===== config.mk =====
export PLATFORM = sky130hd
export DESIGN_NAME = paired_timer
export DESIGN_NICKNAME = d
export VERILOG_FILES = /design/src/hdl/timer_pkg.sv /design/src/hdl/paired_timer.sv /design/src/hdl/pin_sync.sv /design/src/hdl/prescaler.sv
export VERILOG_INCLUDE_DIRS = /design/src /design/src/hdl
export SDC_FILE = /design/constraint.sdc
export NUM_CORES = 1
export LEC_CHECK = 0
export BUFFER_PORTS_ARGS = -buffer_cell sky130_fd_sc_hd__buf_2
export CAP_MARGIN = 20
export CORE_AREA = 3 3 197 199
export CTS_CLUSTER_DIAMETER = 120
export DETAILED_ROUTE_END_ITERATION = 10
export DIE_AREA = 0 0 200 202
export PLACE_DENSITY = 0.62
export RECOVER_POWER = 25
export SYNTH_ARGS = -nofsm -noshare
export SYNTH_HDL_FRONTEND = slang
export SYNTH_SLANG_ARGS = --single-unit

===== constraint.sdc =====
create_clock -name ref_clk -period 3.35 [get_ports ref_clk]
set_clock_uncertainty 0.15 [all_clocks]
set_input_delay 0.1675 -clock ref_clk [delete_from_list [all_inputs] [get_ports ref_clk]]
set_output_delay 0.1675 -clock ref_clk [all_outputs]
set_load 0.05 [all_outputs]

===== src/hdl/timer_cfg.svh =====
// Purpose: Offsets, field positions, reset values for the paired timers
// Assumes: APB byte addresses, one 16-byte block per timer
// Notes: Definitions only
`ifndef TIMER_CFG_SVH
`define TIMER_CFG_SVH

// Register offsets inside a timer block
`define CTRL_OFF 4'h0
`define COUNT_OFF 4'h4
`define PERIOD_OFF 4'h8
// Block number of the flag register
`define FLAG_BLK 4'h4
`define FLAG_OFF 4'h0

// Control field positions
`define CTRL_ON_BIT 15
`define CTRL_IDLE_STOP_BIT 13
`define CTRL_GATE_BIT 6
`define CTRL_PS_HI 5
`define CTRL_PS_LO 4
`define CTRL_T32_BIT 3
`define CTRL_EXT_BIT 1
`define CTRL_LO_MASK 16'hA07A
`define CTRL_HI_MASK 16'hA072

// Reset values
`define CTRL_RST 16'h0000
`define COUNT_RST 16'h0000
`define PERIOD_RST 16'hFFFF

// Prescaler terminal counts
`define PS_LAST_1 8'h00
`define PS_LAST_8 8'h07
`define PS_LAST_64 8'h3F
`define PS_LAST_256 8'hFF

`endif


===== src/hdl/timer_pkg.sv =====
// Purpose: Types shared by the paired timer files
// Assumes: Nothing
// Notes: Constants live in timer_cfg.svh
package timer_pkg;
   typedef enum logic [1:0] {
      PS_DIV1 = 2'b00,
      PS_DIV8 = 2'b01,
      PS_DIV64 = 2'b10,
      PS_DIV256 = 2'b11
   } presc_t;
   typedef logic [15:0] word_t;
endpackage


===== src/hdl/paired_timer.sv =====
// Purpose: Two timer pairs, 16-bit or 32-bit, on an APB slave
// Assumes: idle_mode and sleep_mode come from ref_clk logic
// Notes: Zero-wait APB; timers 0,1 form pair A, timers 2,3 pair B
// Contract
// - Two pairs, each one 32-bit timer or two 16-bit timers.
// - Pair modes: two 16-bit timers, 32-bit timer, 32-bit counter.
// - Each 16-bit timer counts the clock or external events.
// - Gating, prescaler, low-power running, match flags per timer.
// - 32-bit mode flags when 32-bit count equals 32-bit period.
// - Timers may keep running in idle and sleep as configured.
// - Only pair A offers its count as capture/compare time base.
// - Converter trigger only from 32-bit pairs and high timers.
// - Each pair's mode comes from its low timer's control register.
// - In a pair the low timer holds bits 15:0, high 31:16.
// - In 32-bit mode high control bits are ignored.
// - In 32-bit mode the low timer's clock and gate drive the pair.
// - 32-bit match sets the high timer's flag, not the low.
// - Only these four timers raise DMA requests.
//
// Our own choices: register access over APB and the placing of the registers.
`timescale 1ns/100ps
`include "timer_cfg.svh"
module paired_timer (
   input wire logic ref_clk,
   input wire logic resetn,
   input wire logic [7:0] paddr,
   input wire logic psel,
   input wire logic penable,
   input wire logic pwrite,
   input wire logic [31:0] pwdata,
   output logic [31:0] prdata,
   output logic pready,
   output logic pslverr,
   input wire logic idle_mode,
   input wire logic sleep_mode,
   input wire logic [3:0] ext_clk_pin,
   input wire logic [3:0] gate_pin,
   output logic [3:0] timer_flag,
   output logic [3:0] dma_req,
   output logic converter_trigger_target,
   output timer_pkg::word_t tb_count_low,
   output timer_pkg::word_t tb_count_high
);
   import timer_pkg::*;

   logic [15:0] ctrl_ff [0:3];
   logic [15:0] per_ff [0:3];
   logic [15:0] cnt [0:3];
   logic [3:0] tick;
   logic [3:0] hit;
   logic [3:0] run;
   logic [3:0] wr_cnt;
   logic [3:0] flag_ff;
   logic [3:0] dma_ff;
   logic trig_ff;
   logic [15:0] tb_low_ff;
   logic [15:0] tb_high_ff;
   logic [31:0] prdata_ff;
   logic pready_ff;
   logic pslverr_ff;
   logic [31:0] rd_data;
   logic addr_ok;
   logic wr;
   logic [3:0] blk;
   logic [3:0] sub;

   // APB decode
   assign blk = paddr[7:4];
   assign sub = paddr[3:0];
   assign wr = psel & penable & pready_ff & pwrite & ~pslverr_ff;

   always_comb
   begin
      rd_data = 32'h0000_0000;
      addr_ok = 1'b0;
      if (blk[3:2] == 2'b00)
      begin
         case (sub)
            `CTRL_OFF:
            begin
               addr_ok = 1'b1;
               rd_data = {16'h0000, ctrl_ff[blk[1:0]]};
            end
            `COUNT_OFF:
            begin
               addr_ok = 1'b1;
               rd_data = {16'h0000, cnt[blk[1:0]]};
            end
            `PERIOD_OFF:
            begin
               addr_ok = 1'b1;
               rd_data = {16'h0000, per_ff[blk[1:0]]};
            end
            default:
            begin
               addr_ok = 1'b0;
               rd_data = 32'h0000_0000;
            end
         endcase
      end
      else if (blk == `FLAG_BLK && sub == `FLAG_OFF)
      begin
         addr_ok = 1'b1;
         rd_data = {28'h000_0000, flag_ff};
      end
   end

   // Answer in the first access cycle
   always_ff @(posedge ref_clk or negedge resetn)
   begin
      if (!resetn)
      begin
         pready_ff <= 1'b0;
         prdata_ff <= 32'h0000_0000;
         pslverr_ff <= 1'b0;
      end
      else
      begin
         pready_ff <= psel & ~penable;
         if (psel && !penable)
         begin
            prdata_ff <= pwrite ? 32'h0000_0000 : rd_data;
            pslverr_ff <= ~addr_ok;
         end
      end
   end

   // Per-timer control, period, pins and prescaler
   genvar i;
   generate
      for (i = 0; i < 4; i++)
      begin : g_tmr
         localparam int LO = i - (i % 2);
         logic ext_rise;
         logic gate_lvl;
         logic src;
         logic slave32;
         logic sel_me;

         assign sel_me = wr && (blk[3:2] == 2'b00) && (blk[1:0] == 2'(i));
         assign wr_cnt[i] = sel_me && (sub == `COUNT_OFF);

         always_ff @(posedge ref_clk or negedge resetn)
         begin
            if (!resetn)
            begin
               ctrl_ff[i] <= `CTRL_RST;
               per_ff[i] <= `PERIOD_RST;
            end
            else
            begin
               if (sel_me && sub == `CTRL_OFF)
                  ctrl_ff[i] <= pwdata[15:0] &
                     ((i % 2 == 0) ? `CTRL_LO_MASK : `CTRL_HI_MASK);
               if (sel_me && sub == `PERIOD_OFF)
                  per_ff[i] <= pwdata[15:0];
            end
         end

         pin_sync u_sync (
            .ref_clk(ref_clk),
            .resetn(resetn),
            .ext_clk_in(ext_clk_pin[i]),
            .gate_in(gate_pin[i]),
            .ext_rise(ext_rise),
            .gate_level(gate_lvl)
         );

         // External events, gated clock or plain clock
         always_comb
         begin
            if (ctrl_ff[i][`CTRL_EXT_BIT])
               src = ext_rise;
            else if (ctrl_ff[i][`CTRL_GATE_BIT])
               src = gate_lvl;
            else
               src = 1'b1;
         end

         // Idle stops only if asked; sleep stops the internal clock only
         assign run[i] = ctrl_ff[i][`CTRL_ON_BIT]
            & ~(idle_mode & ctrl_ff[i][`CTRL_IDLE_STOP_BIT])
            & ~(sleep_mode & ~ctrl_ff[i][`CTRL_EXT_BIT]);
         assign slave32 = (i % 2 == 1) && ctrl_ff[LO][`CTRL_T32_BIT];

         prescaler u_ps (
            .ref_clk(ref_clk),
            .resetn(resetn),
            .in_pulse(run[i] & src),
            .clear(~run[i] | slave32),
            .sel(presc_t'(ctrl_ff[i][`CTRL_PS_HI:`CTRL_PS_LO])),
            .tick(tick[i])
         );

         AST_GATE_HOLD: assert property (@(posedge ref_clk) disable iff (!resetn)
            ctrl_ff[i][`CTRL_GATE_BIT] && !ctrl_ff[i][`CTRL_EXT_BIT] && !gate_lvl
            |-> !tick[i])
            else $error("Timer ticked with gate low");
         AST_IDLE_STOP: assert property (@(posedge ref_clk) disable iff (!resetn)
            idle_mode && ctrl_ff[i][`CTRL_IDLE_STOP_BIT] |-> !tick[i])
            else $error("Timer ticked in idle with stop set");
         AST_DMA_FLAG: assert property (@(posedge ref_clk) disable iff (!resetn)
            dma_ff[i] |-> flag_ff[i] && $past(hit[i]))
            else $error("DMA request without a match");
      end
   endgenerate

   // Counting per pair
   genvar p;
   generate
      for (p = 0; p < 2; p++)
      begin : g_pair
         localparam int L = 2 * p;
         localparam int H = 2 * p + 1;
         logic [15:0] lo_ff;
         logic [15:0] hi_ff;
         logic [15:0] nxt_lo;
         logic [15:0] nxt_hi;
         logic [31:0] sum32;
         logic m32;
         logic match32;
         logic hit_lo;
         logic hit_hi;

         assign m32 = ctrl_ff[L][`CTRL_T32_BIT];
         assign match32 = {hi_ff, lo_ff} == {per_ff[H], per_ff[L]};
         assign sum32 = {hi_ff, lo_ff} + 32'h0000_0001;

         always_comb
         begin
            nxt_lo = lo_ff;
            nxt_hi = hi_ff;
            hit_lo = 1'b0;
            hit_hi = 1'b0;
            if (m32)
            begin
               // Low timer clock and gate drive both words
               if (tick[L])
               begin
                  if (match32)
                  begin
                     nxt_lo = 16'h0000;
                     nxt_hi = 16'h0000;
                     hit_hi = 1'b1;
                  end
                  else
                  begin
                     nxt_lo = sum32[15:0];
                     nxt_hi = sum32[31:16];
                  end
               end
            end
            else
            begin
               if (tick[L])
               begin
                  hit_lo = (lo_ff == per_ff[L]);
                  nxt_lo = hit_lo ? 16'h0000 : lo_ff + 16'h0001;
               end
               if (tick[H])
               begin
                  hit_hi = (hi_ff == per_ff[H]);
                  nxt_hi = hit_hi ? 16'h0000 : hi_ff + 16'h0001;
               end
            end
            if (wr_cnt[L])
               nxt_lo = pwdata[15:0];
            if (wr_cnt[H])
               nxt_hi = pwdata[15:0];
         end

         always_ff @(posedge ref_clk or negedge resetn)
         begin
            if (!resetn)
            begin
               lo_ff <= `COUNT_RST;
               hi_ff <= `COUNT_RST;
            end
            else
            begin
               lo_ff <= nxt_lo;
               hi_ff <= nxt_hi;
            end
         end

         assign cnt[L] = lo_ff;
         assign cnt[H] = hi_ff;
         assign hit[L] = hit_lo;
         assign hit[H] = hit_hi;

         AST_MATCH16: assert property (@(posedge ref_clk) disable iff (!resetn)
            !m32 && tick[L] && lo_ff == per_ff[L] && !wr_cnt[L]
            |=> lo_ff == 16'h0000 && flag_ff[L])
            else $error("16-bit match did not clear and flag");
         AST_CARRY32: assert property (@(posedge ref_clk) disable iff (!resetn)
            m32 && tick[L] && !match32 && lo_ff == 16'hFFFF && !wr_cnt[L] && !wr_cnt[H]
            |=> lo_ff == 16'h0000 && hi_ff == $past(hi_ff) + 16'h0001)
            else $error("Low word wrap did not carry");
         AST_MATCH32: assert property (@(posedge ref_clk) disable iff (!resetn)
            m32 && tick[L] && match32 && !wr_cnt[L] && !wr_cnt[H]
            |=> flag_ff[H] && {hi_ff, lo_ff} == 32'h0000_0000)
            else $error("32-bit match missed");
         AST_NO_LO_FLAG32: assert property (@(posedge ref_clk) disable iff (!resetn)
            m32 |-> !hit_lo)
            else $error("Low flag raised in 32-bit mode");
         AST_HI_IGNORED: assert property (@(posedge ref_clk) disable iff (!resetn)
            m32 && !tick[L] && !wr_cnt[H] |=> hi_ff == $past(hi_ff))
            else $error("High word moved on its own in 32-bit mode");
         COV_MATCH32: cover property (@(posedge ref_clk) disable iff (!resetn)
            m32 && hit_hi);
         COV_MATCH16: cover property (@(posedge ref_clk) disable iff (!resetn)
            !m32 && hit_lo);
      end
   endgenerate

   // Flags, DMA requests, converter trigger, time base
   always_ff @(posedge ref_clk or negedge resetn)
   begin
      if (!resetn)
         flag_ff <= 4'h0;
      else if (wr && blk == `FLAG_BLK && sub == `FLAG_OFF)
         flag_ff <= (flag_ff & ~pwdata[3:0]) | hit;
      else
         flag_ff <= flag_ff | hit;
   end

   always_ff @(posedge ref_clk or negedge resetn)
   begin
      if (!resetn)
      begin
         dma_ff <= 4'h0;
         trig_ff <= 1'b0;
      end
      else
      begin
         dma_ff <= hit;
         trig_ff <= hit[1] | hit[3];
      end
   end

   always_ff @(posedge ref_clk or negedge resetn)
   begin
      if (!resetn)
      begin
         tb_low_ff <= `COUNT_RST;
         tb_high_ff <= `COUNT_RST;
      end
      else
      begin
         tb_low_ff <= g_pair[0].nxt_lo;
         tb_high_ff <= g_pair[0].nxt_hi;
      end
   end

   assign prdata = prdata_ff;
   assign pready = pready_ff;
   assign pslverr = pslverr_ff;
   assign timer_flag = flag_ff;
   assign dma_req = dma_ff;
   assign converter_trigger_target = trig_ff;
   assign tb_count_low = tb_low_ff;
   assign tb_count_high = tb_high_ff;

   AST_TRIG_SRC: assert property (@(posedge ref_clk) disable iff (!resetn)
      trig_ff |-> $past(hit[1] || hit[3]) && (flag_ff[1] || flag_ff[3]))
      else $error("Converter trigger from a low timer");
   AST_APB_READY: assert property (@(posedge ref_clk) disable iff (!resetn)
      psel && !penable |=> pready_ff ##1 !pready_ff || (psel && !penable))
      else $error("APB answer not in first access cycle");
   AST_CTRL_WRITE: assert property (@(posedge ref_clk) disable iff (!resetn)
      wr && blk == 4'h0 && sub == `CTRL_OFF |=> ctrl_ff[0] == ($past(pwdata[15:0])
      & `CTRL_LO_MASK))
      else $error("Control write not stored");
   COV_TRIG: cover property (@(posedge ref_clk) disable iff (!resetn) trig_ff);
endmodule


===== src/hdl/pin_sync.sv =====
// Purpose: Two-stage synchroniser for a timer's clock and gate pins
// Assumes: Pins are asynchronous to ref_clk
// Notes: Rise pulse lasts one cycle
`timescale 1ns/100ps
module pin_sync (
   input wire logic ref_clk,
   input wire logic resetn,
   input wire logic ext_clk_in,
   input wire logic gate_in,
   output logic ext_rise,
   output logic gate_level
);
   import timer_pkg::*;
   logic [1:0] meta_ff;
   logic [1:0] sync_ff;
   logic clk_old_ff;

   always_ff @(posedge ref_clk or negedge resetn)
   begin
      if (!resetn)
      begin
         meta_ff <= 2'h0;
         sync_ff <= 2'h0;
         clk_old_ff <= 1'b0;
      end
      else
      begin
         meta_ff <= {gate_in, ext_clk_in};
         sync_ff <= meta_ff;
         clk_old_ff <= sync_ff[0];
      end
   end

   assign ext_rise = sync_ff[0] & ~clk_old_ff;
   assign gate_level = sync_ff[1];
endmodule


===== src/hdl/prescaler.sv =====
// Purpose: Divides count pulses by 1, 8, 64 or 256
// Assumes: in_pulse is on ref_clk
// Notes: Tick is combinational, same cycle as the last pulse
`timescale 1ns/100ps
`include "timer_cfg.svh"
module prescaler (
   input wire logic ref_clk,
   input wire logic resetn,
   input wire logic in_pulse,
   input wire logic clear,
   input wire timer_pkg::presc_t sel,
   output logic tick
);
   import timer_pkg::*;
   logic [7:0] div_ff;
   logic [7:0] last;

   always_comb
   begin
      case (sel)
         PS_DIV1: last = `PS_LAST_1;
         PS_DIV8: last = `PS_LAST_8;
         PS_DIV64: last = `PS_LAST_64;
         default: last = `PS_LAST_256;
      endcase
   end

   assign tick = in_pulse & ~clear & (div_ff >= last);

   always_ff @(posedge ref_clk or negedge resetn)
   begin
      if (!resetn)
         div_ff <= 8'h00;
      else if (clear || tick)
         div_ff <= 8'h00;
      else if (in_pulse)
         div_ff <= div_ff + 8'h01;
   end
endmodule


==> results.cfg, run 1 <==
[power]
swShare_pct = 24.07
combPwrFrac_pct = 6.3
power.switching_mw = 1.500
ir_drop_mv = 0.3331
internal_power_mw = 4.732
p_seq_share_pct = 45.8
leakage_nw = 7.253
pwr-share-clk_pct = 47.8
powerDensity_nw_per_um2 = 372.9
fin_total_pwr_mw = 6.232

[critical_path]
worst_setup_path_start_kind = flip-flop
path_class = reg2reg
critPathMaxFanout = 12
rr_worst_depth = 9
critPathCaptureType = flip-flop
worst_ep_required_time_ns = 3.59
crit_arrival_ns = 3.28
startpoint = ctrl_ff[53]
timing.rr.start = ctrl_ff[53]

[clock_network]
cts_buffer_depth = 3
numCtsBuffers = 27
cts_tree = done
cts-root-buf = clkbuf_16
clk_pin_slew_ns = 0.06
cts.sinks = 233
insertion_delay_ns = 0.55
htree_levels = 1

[grt]
grt_overflow_total = 0
grt_pass1_wl_um = 71000
antenna_found_initial = 1
grt_max_degree = 103
grt.total_usage_pct = 22.49
grt_pass1_vias = 11910

[timing]
hold_slack_ns = 0.01960
hold_viol = 0
worst_slew_pin_slew_ns = 2.717
layout_min_cycle_time_ns = 3.035
period_share_pct = 90.59
setup-tns-final_ns = 0
drv_slew = 101
maxSlewHeadroom_pct = -81.11
fin_ws_ns = 0.3153
setup_viol = 0
clock.fmax_mhz = 329.5
rsz0062_at_grt = no

[yosys]
synth_seq_cells = 233
synth-edff-count = 0
ys_types = 87
syn_inst = 1398
ys.flop_type = dfrtp_1
ys_seq_area_share_pct = 41.82
synth_warnings = 0
async_flop_share_pct = 100.0
synth.avg_cell_area_um2 = 10.11
syn_area_um2 = 14130

[cells_and_area]
syn_to_final_growth_pct = 18.25
seqCellArea_um2 = 5911
drive_above_1_share_pct = 28.89
final_cell_mix = dfrtp_1, nand2_1, nor2_1, buf_2, mux2_2
fillers = 3579
multiInputGateArea_um2 = 7634
fin_nets = 1641
final_common_cell = dfrtp_1

[route]
vias_per_cell = 5.711
final_antenna_net_count = 0
drt-pass1-iter-count = 5
via_count = 11930
post_drt_wl_per_cell_um = 21.66
totalWireLength_um = 45220
drtIter0Drc = 968
drc_errors = 0

[place]
gp_congestion = 0.9050
io_buffers = 97
dpl.hpwl_um = 33370
dp_slack_ns = 0.1851

[die]
rows = 71
start_util_pct = 37.79
coreArea_um2 = 37400
dieWidth_um = 200
dieArea_um2 = 40400
die_h_um = 202
ios = 130

[hold_path]
hp-class = in2reg
hold_start = paddr[6]
hold_path_depth = 5

[run_status]
violations = max-capacitance violations, max-slew violations
status = finished with violations

[job]
max-cap-violations = 1
-- path summary, 6_finish.rpt --
| check | to | slack [ns] |
|---|---|---|
| max | tb_count_high[7] | 0.32 |
| min | prdata[2] | 0.02 |
| max reg2reg | tb_count_high[7] | 0.32 |
| min reg2reg | g_tmr[3].u_sync.sync_ff[0] | 0.20 |
| max in group asynchronous | g_pair[1].hi_ff[9] | 0.61 |
| min in group asynchronous | g_tmr[3].u_sync.meta_ff[0] | 0.85 |
-- power by group through the flow --
stage	registers [mW]	logic, mW	clock network [mW]
floorplan	2.92	0.186	0
global placement	2.90	0.363	0
detailed placement	2.90	0.367	0
CTS	2.86	0.396	3.03
global route	2.86	0.423	3.14
finish	2.86	0.394	2.98
-- flip-flops by register name, summed over array words and instances (netlist names), 4 cells and up --
name / cells
per_ff: 64
g_tmr.u_ps.div_ff: 32
ctrl_ff: 26
g_pair.hi_ff: 16
g_pair.lo_ff: 16
prdata: 16
tb_count_high: 16
tb_count_low: 16
g_tmr.u_sync.meta_ff: 8
g_tmr.u_sync.sync_ff: 8
dma_req: 4
g_tmr.u_sync.clk_old_ff: 4
timer_flag: 4
-- logic make-up (layout without fill, tap and decap cells) --
| family | after synthesis | after routing | share of synthesized area, % |
|---|---|---|---|
| simple gates | 470 | 470 | 17.21 |
| compound gates | 299 | 299 | 13.80 |
| flops | 233 | 233 | 41.82 |
| buf+inv | 136 | 298 | 4.869 |
| mux | 132 | 132 | 13.50 |
| xor+xnor | 95 | 95 | 5.940 |
| fa+ha+maj | 32 | 32 | 2.833 |
| other cells | 1 | 18 | 0.02653 |
-- Yosys cell counts (4+ instances only) --
cell type | number | area share, %
a211o_1 | 4 | 0.25
nand2b_1 | 10 | 0.44
a31oi_1 | 11 | 0.49
a22oi_1 | 31 | 1.6
o211ai_1 | 11 | 0.58
a32oi_1 | 5 | 0.31
a2bb2oi_1 | 5 | 0.31
nand4_1 | 29 | 1.3
mux2_2 | 89 | 7.1
a21oi_1 | 79 | 2.8
mux2i_1 | 5 | 0.35
nand2_1 | 121 | 3.2
buf_4 | 21 | 1.1
nor3_1 | 22 | 0.78
a21o_1 | 7 | 0.37
inv_1 | 29 | 0.77
and4_1 | 10 | 0.62
nor2_1 | 110 | 2.9
and2_1 | 13 | 0.58
dfstp_2 | 64 | 12
nor2b_1 | 9 | 0.40
nand3_1 | 57 | 2.0
buf_2 | 35 | 1.2
or2_2 | 8 | 0.35
nor4_1 | 10 | 0.44
or3_1 | 6 | 0.27
o21ai_0 | 83 | 2.9
nor4b_1 | 5 | 0.31
o21ai_1 | 4 | 0.14
a22o_1 | 9 | 0.56
nand4b_1 | 5 | 0.31
mux4_2 | 38 | 6.1
ha_1 | 32 | 2.8
dfrtp_1 | 169 | 30
and3_1 | 25 | 1.1
xnor2_1 | 45 | 2.8
xor2_1 | 49 | 3.0
clkbuf_1 | 35 | 0.93
nor4_2 | 6 | 0.53
buf_6 | 7 | 0.56
buf_1 | 7 | 0.19
o31ai_1 | 11 | 0.58
-- through the flow --
step / instance area, um2 / utilization (%) / cells
2_1_floorplan: 14190 / - / 1413
3_3_place_gp: 15470 / 41.36 / 2000
3_5_place_dp: 15470 / 41.36 / 2000
4_1_cts: 16720 / 44.71 / 2086
5_1_grt: 16710 / 44.67 / 2086
6_report: 16710 / 44.69 / 2088
-- cell type report --
class	count	share of cell area, %
Tap cell	511	3.826
Clock buffer	41	4.717
Timing Repair Buffer	219	9.126
Inverter	29	0.6513
Multi-Input combinational cell	1044	45.68
Clock inverter	9	0.6064
Antenna cell	2	0.02995
Sequential cell	233	35.37
-- per-layer routing --
layer  vias to the layer above  part of all wire [%]  track usage [%]
met5                         -                     0                0
met4                         0                   2.7            7.079
met3                        67                   7.1            2.800
met2                       475                    47            36.38
met1                      5971                    43            31.50
li1                       5412                     -                -
-- critical path: stages, from the launching register on --
cell	delay, ns
dfrtp_1	0.47
inv_1	0.13
ha_1	0.33
and4_1	0.22
and2_1	0.17
a211oi_2	0.36
nor2b_2	0.12
a211o_1	0.51
a41oi_1	0.25
o21ai_0	0.15
-- what timing repair did --
action,in CTS,in global routing
hold buffers,36,0
setup endpoints to repair,0,5
hold endpoints to repair,210,0
resized for setup,0,1
buffers inserted,0,0
Power figures use the tool's default switching activity.
==> run 2, diff against run 1 <==
--- a/config.mk
+++ b/config.mk
@@ -8,11 +8,11 @@
 export LEC_CHECK = 0
 export BUFFER_PORTS_ARGS = -buffer_cell sky130_fd_sc_hd__buf_2
 export CAP_MARGIN = 20
-export CORE_AREA = 3 3 197 199
+export CORE_AREA = 3 3 157 159
 export CTS_CLUSTER_DIAMETER = 120
 export DETAILED_ROUTE_END_ITERATION = 10
-export DIE_AREA = 0 0 200 202
-export PLACE_DENSITY = 0.62
+export DIE_AREA = 0 0 160 162
+export PLACE_DENSITY = 0.87
 export RECOVER_POWER = 25
 export SYNTH_ARGS = -nofsm -noshare
 export SYNTH_HDL_FRONTEND = slang
==> run 2 against run 1 <==
  * The flow still finishes with violations (max-capacitance violations, max-slew violations)
  * Global-route usage grew 12 points
  * Highest routed layer is now met5
  * Clock-buffer cell count down 5
  * Die area is 36% lower
  * Maximum frequency is 2.4% lower
  * Register-to-register slack lost 0.07 ns
  * Largest power group is now registers
  * Flip-flop and latch count is the same
  * Non-clock buffer count fell by 28
  * Clock power down 8.4%
==> results.cfg, run 2 (synthesis gave the netlist of run 1 again) <==
[clock_network]
cts.sinks = 233
cts-root-buf = clkbuf_16
numCtsBuffers = 25
cts_buffer_depth = 3
insertion_delay_ns = 0.53
clk_pin_slew_ns = 0.06
htree_levels = 1
cts_tree = done
post_cts_buffers = 0

[cells_and_area]
final_cell_mix = dfrtp_1, nand2_1, nor2_1, buf_2, mux2_2
multiInputGateArea_um2 = 7634
largest_register = per_ff
largestRegisters = per_ff x64, g_tmr.u_ps.div_ff x32, ctrl_ff x26
drive_above_1_share_pct = 27.76
final_util_pct = 69.02
syn_to_final_growth_pct = 14.28
largest_reg_flops = 64
seqCellArea_um2 = 5911
fin_nets = 1611
final_common_cell = dfrtp_1
fillers = 1590

[critical_path]
critPathMaxFanout = 19
worst_ep_required_time_ns = 3.61
critPathCaptureType = flip-flop
crit_arrival_ns = 3.36
worstSetupPathDepth = 9
timing.rr.start = ctrl_ff[21]
worst_setup_path_start_kind = flip-flop
rr_worst_depth = 9
slowest_delay_ns = 0.46
cpMostUsedCell = o211ai_1
crit_slowest_cell = dfrtp_1
critPathBufInv = 1
cp_top_family = compound AO/OA/AOI/OAI gates
path_class = reg2reg
r2r_slack_ns = 0.24
path_cells = inv_1 > ha_1 > and4_1 > o211ai_1 > o211ai_1 > and2_1 > a211o_2 > a21boi_0 > a221o_1
timing.rr.end = g_pair[1].hi_ff[4]

[route]
drt-pass1-iter-count = 8
via_count = 12890
drc_errors = 0
post_drt_wl_per_cell_um = 24.16
wl_met1_um = 15460
met2_length_um = 20570
totalWireLength_um = 45090
drtIter0Drc = 1780
final_antenna_net_count = 0
vias_per_cell = 6.909
dr_wl_met3_um = 5903
highest_layer = met5

[grt]
grt_overflow_total = 0
grt_max_degree = 81
grt_pass1_vias = 12640
grt_pass1_wl_um = 70250
grt.total_usage_pct = 34.17
antenna_found_initial = 4

[timing]
worst_slew_pin_slew_ns = 2.071
drv_slew = 80
fin_ws_ns = 0.2422
hold_viol = 0
setup-tns-final_ns = 0
clock.fmax_mhz = 321.8
layout_min_cycle_time_ns = 3.108
setup_viol = 0
maxSlewHeadroom_pct = -38.07
rsz0062_at_grt = no
period_share_pct = 92.77

[place]
gp_congestion = 0.9674
io_buffers = 97
dp_slack_ns = 0.1434
dpl.hpwl_um = 30960

[power]
leakage_nw = 7.056
powerDensity_nw_per_um2 = 370.4
ir_drop_mv = 0.3200

[run_status]
status = finished with violations
violations = max-capacitance violations, max-slew violations

[job]
max-cap-violations = 1

[die]
start_util_pct = 60.39
die_h_um = 162
dieArea_um2 = 25920
dieWidth_um = 160
coreArea_um2 = 23400
ios = 130
rows = 56

[hold_path]
hold_start = idle_mode
hold_path_depth = 5
min_to = g_tmr[3].u_ps.div_ff[1]
hp-class = in2reg
==> run 2: changes by cell type in the layout (fill, tap and decap cells not counted) <==
cell	before	now
diode_2	2	5
buf_12	3	2
inv_6	1	0
bufinv_16	2	1
clkbuf_16	27	25
clkbuf_2	1	3
dlygate4sd3_1	36	33
clkbuf_1	9	6
clkinv_2	5	8
clkinvlp_4	1	0
buf_4	82	56
==> run 2: cell type report <==
class,instances,share of cell area [%]
multi-input combinational,1044,47.26
tap,319,2.471
inverter,29,0.6739
clock buffer,36,4.501
antenna,5,0.07747
clock inverter,9,0.4338
timing repair buffer,191,7.987
sequential,233,36.59
==> run 2: report_power, final <==
| part | switching [mW] | total, mW | internal (mW) |
|---|---|---|---|
| clock | 1.15 | 2.73 | 1.58 |
| sequential | 0.0179 | 2.86 | 2.84 |
| combinational | 0.280 | 0.397 | 0.117 |
==> run 2: routing by layer <==
metal  global-route usage (%)  vias up
met5                        0        -
met4                    19.80        4
met3                    8.977      283
met2                    55.11     1070
met1                    41.81     6188
li1                         -     5348
==> run 2: worst max path at each step <==
stage | from | to
floorplan | ctrl_ff[20] | g_pair[1].hi_ff[5]
global placement | ctrl_ff[21] | g_pair[1].hi_ff[5]
detailed placement | ctrl_ff[21] | g_pair[1].hi_ff[5]
CTS | ctrl_ff[21] | g_pair[1].hi_ff[4]
global route | ctrl_ff[21] | g_pair[1].hi_ff[5]
finish | ctrl_ff[21] | g_pair[1].hi_ff[4]
==> run 2: what timing repair did <==
action | CTS | global route
endpoints found under the setup margin | 0 | 5
hold buffers | 33 | 0
endpoints found under the hold margin | 167 | 0
resized for setup | 0 | 1
==> run 2: tightest hold or removal path: stages <==
cell	delay, ns
buf_2	0.14
nand2_1	0.06
o2111a_1	0.18
nand3_1	0.11
nand2_1	0.06
==> run 2: through the flow <==
step | hold slack, ns | instances | total power [mW] | area (um2)
6_report | 0.09654 | 1866 | 5.982 | 16150
5_1_grt | 0.1311 | 1861 | 6.126 | 16140
4_1_cts | 0.06676 | 1861 | 5.970 | 16160
3_5_place_dp | 0.04843 | 1783 | 3.262 | 15030
3_3_place_gp | 0.04114 | 1783 | 3.254 | 15030
2_1_floorplan | -0.2781 | 1413 | 3.104 | 14190
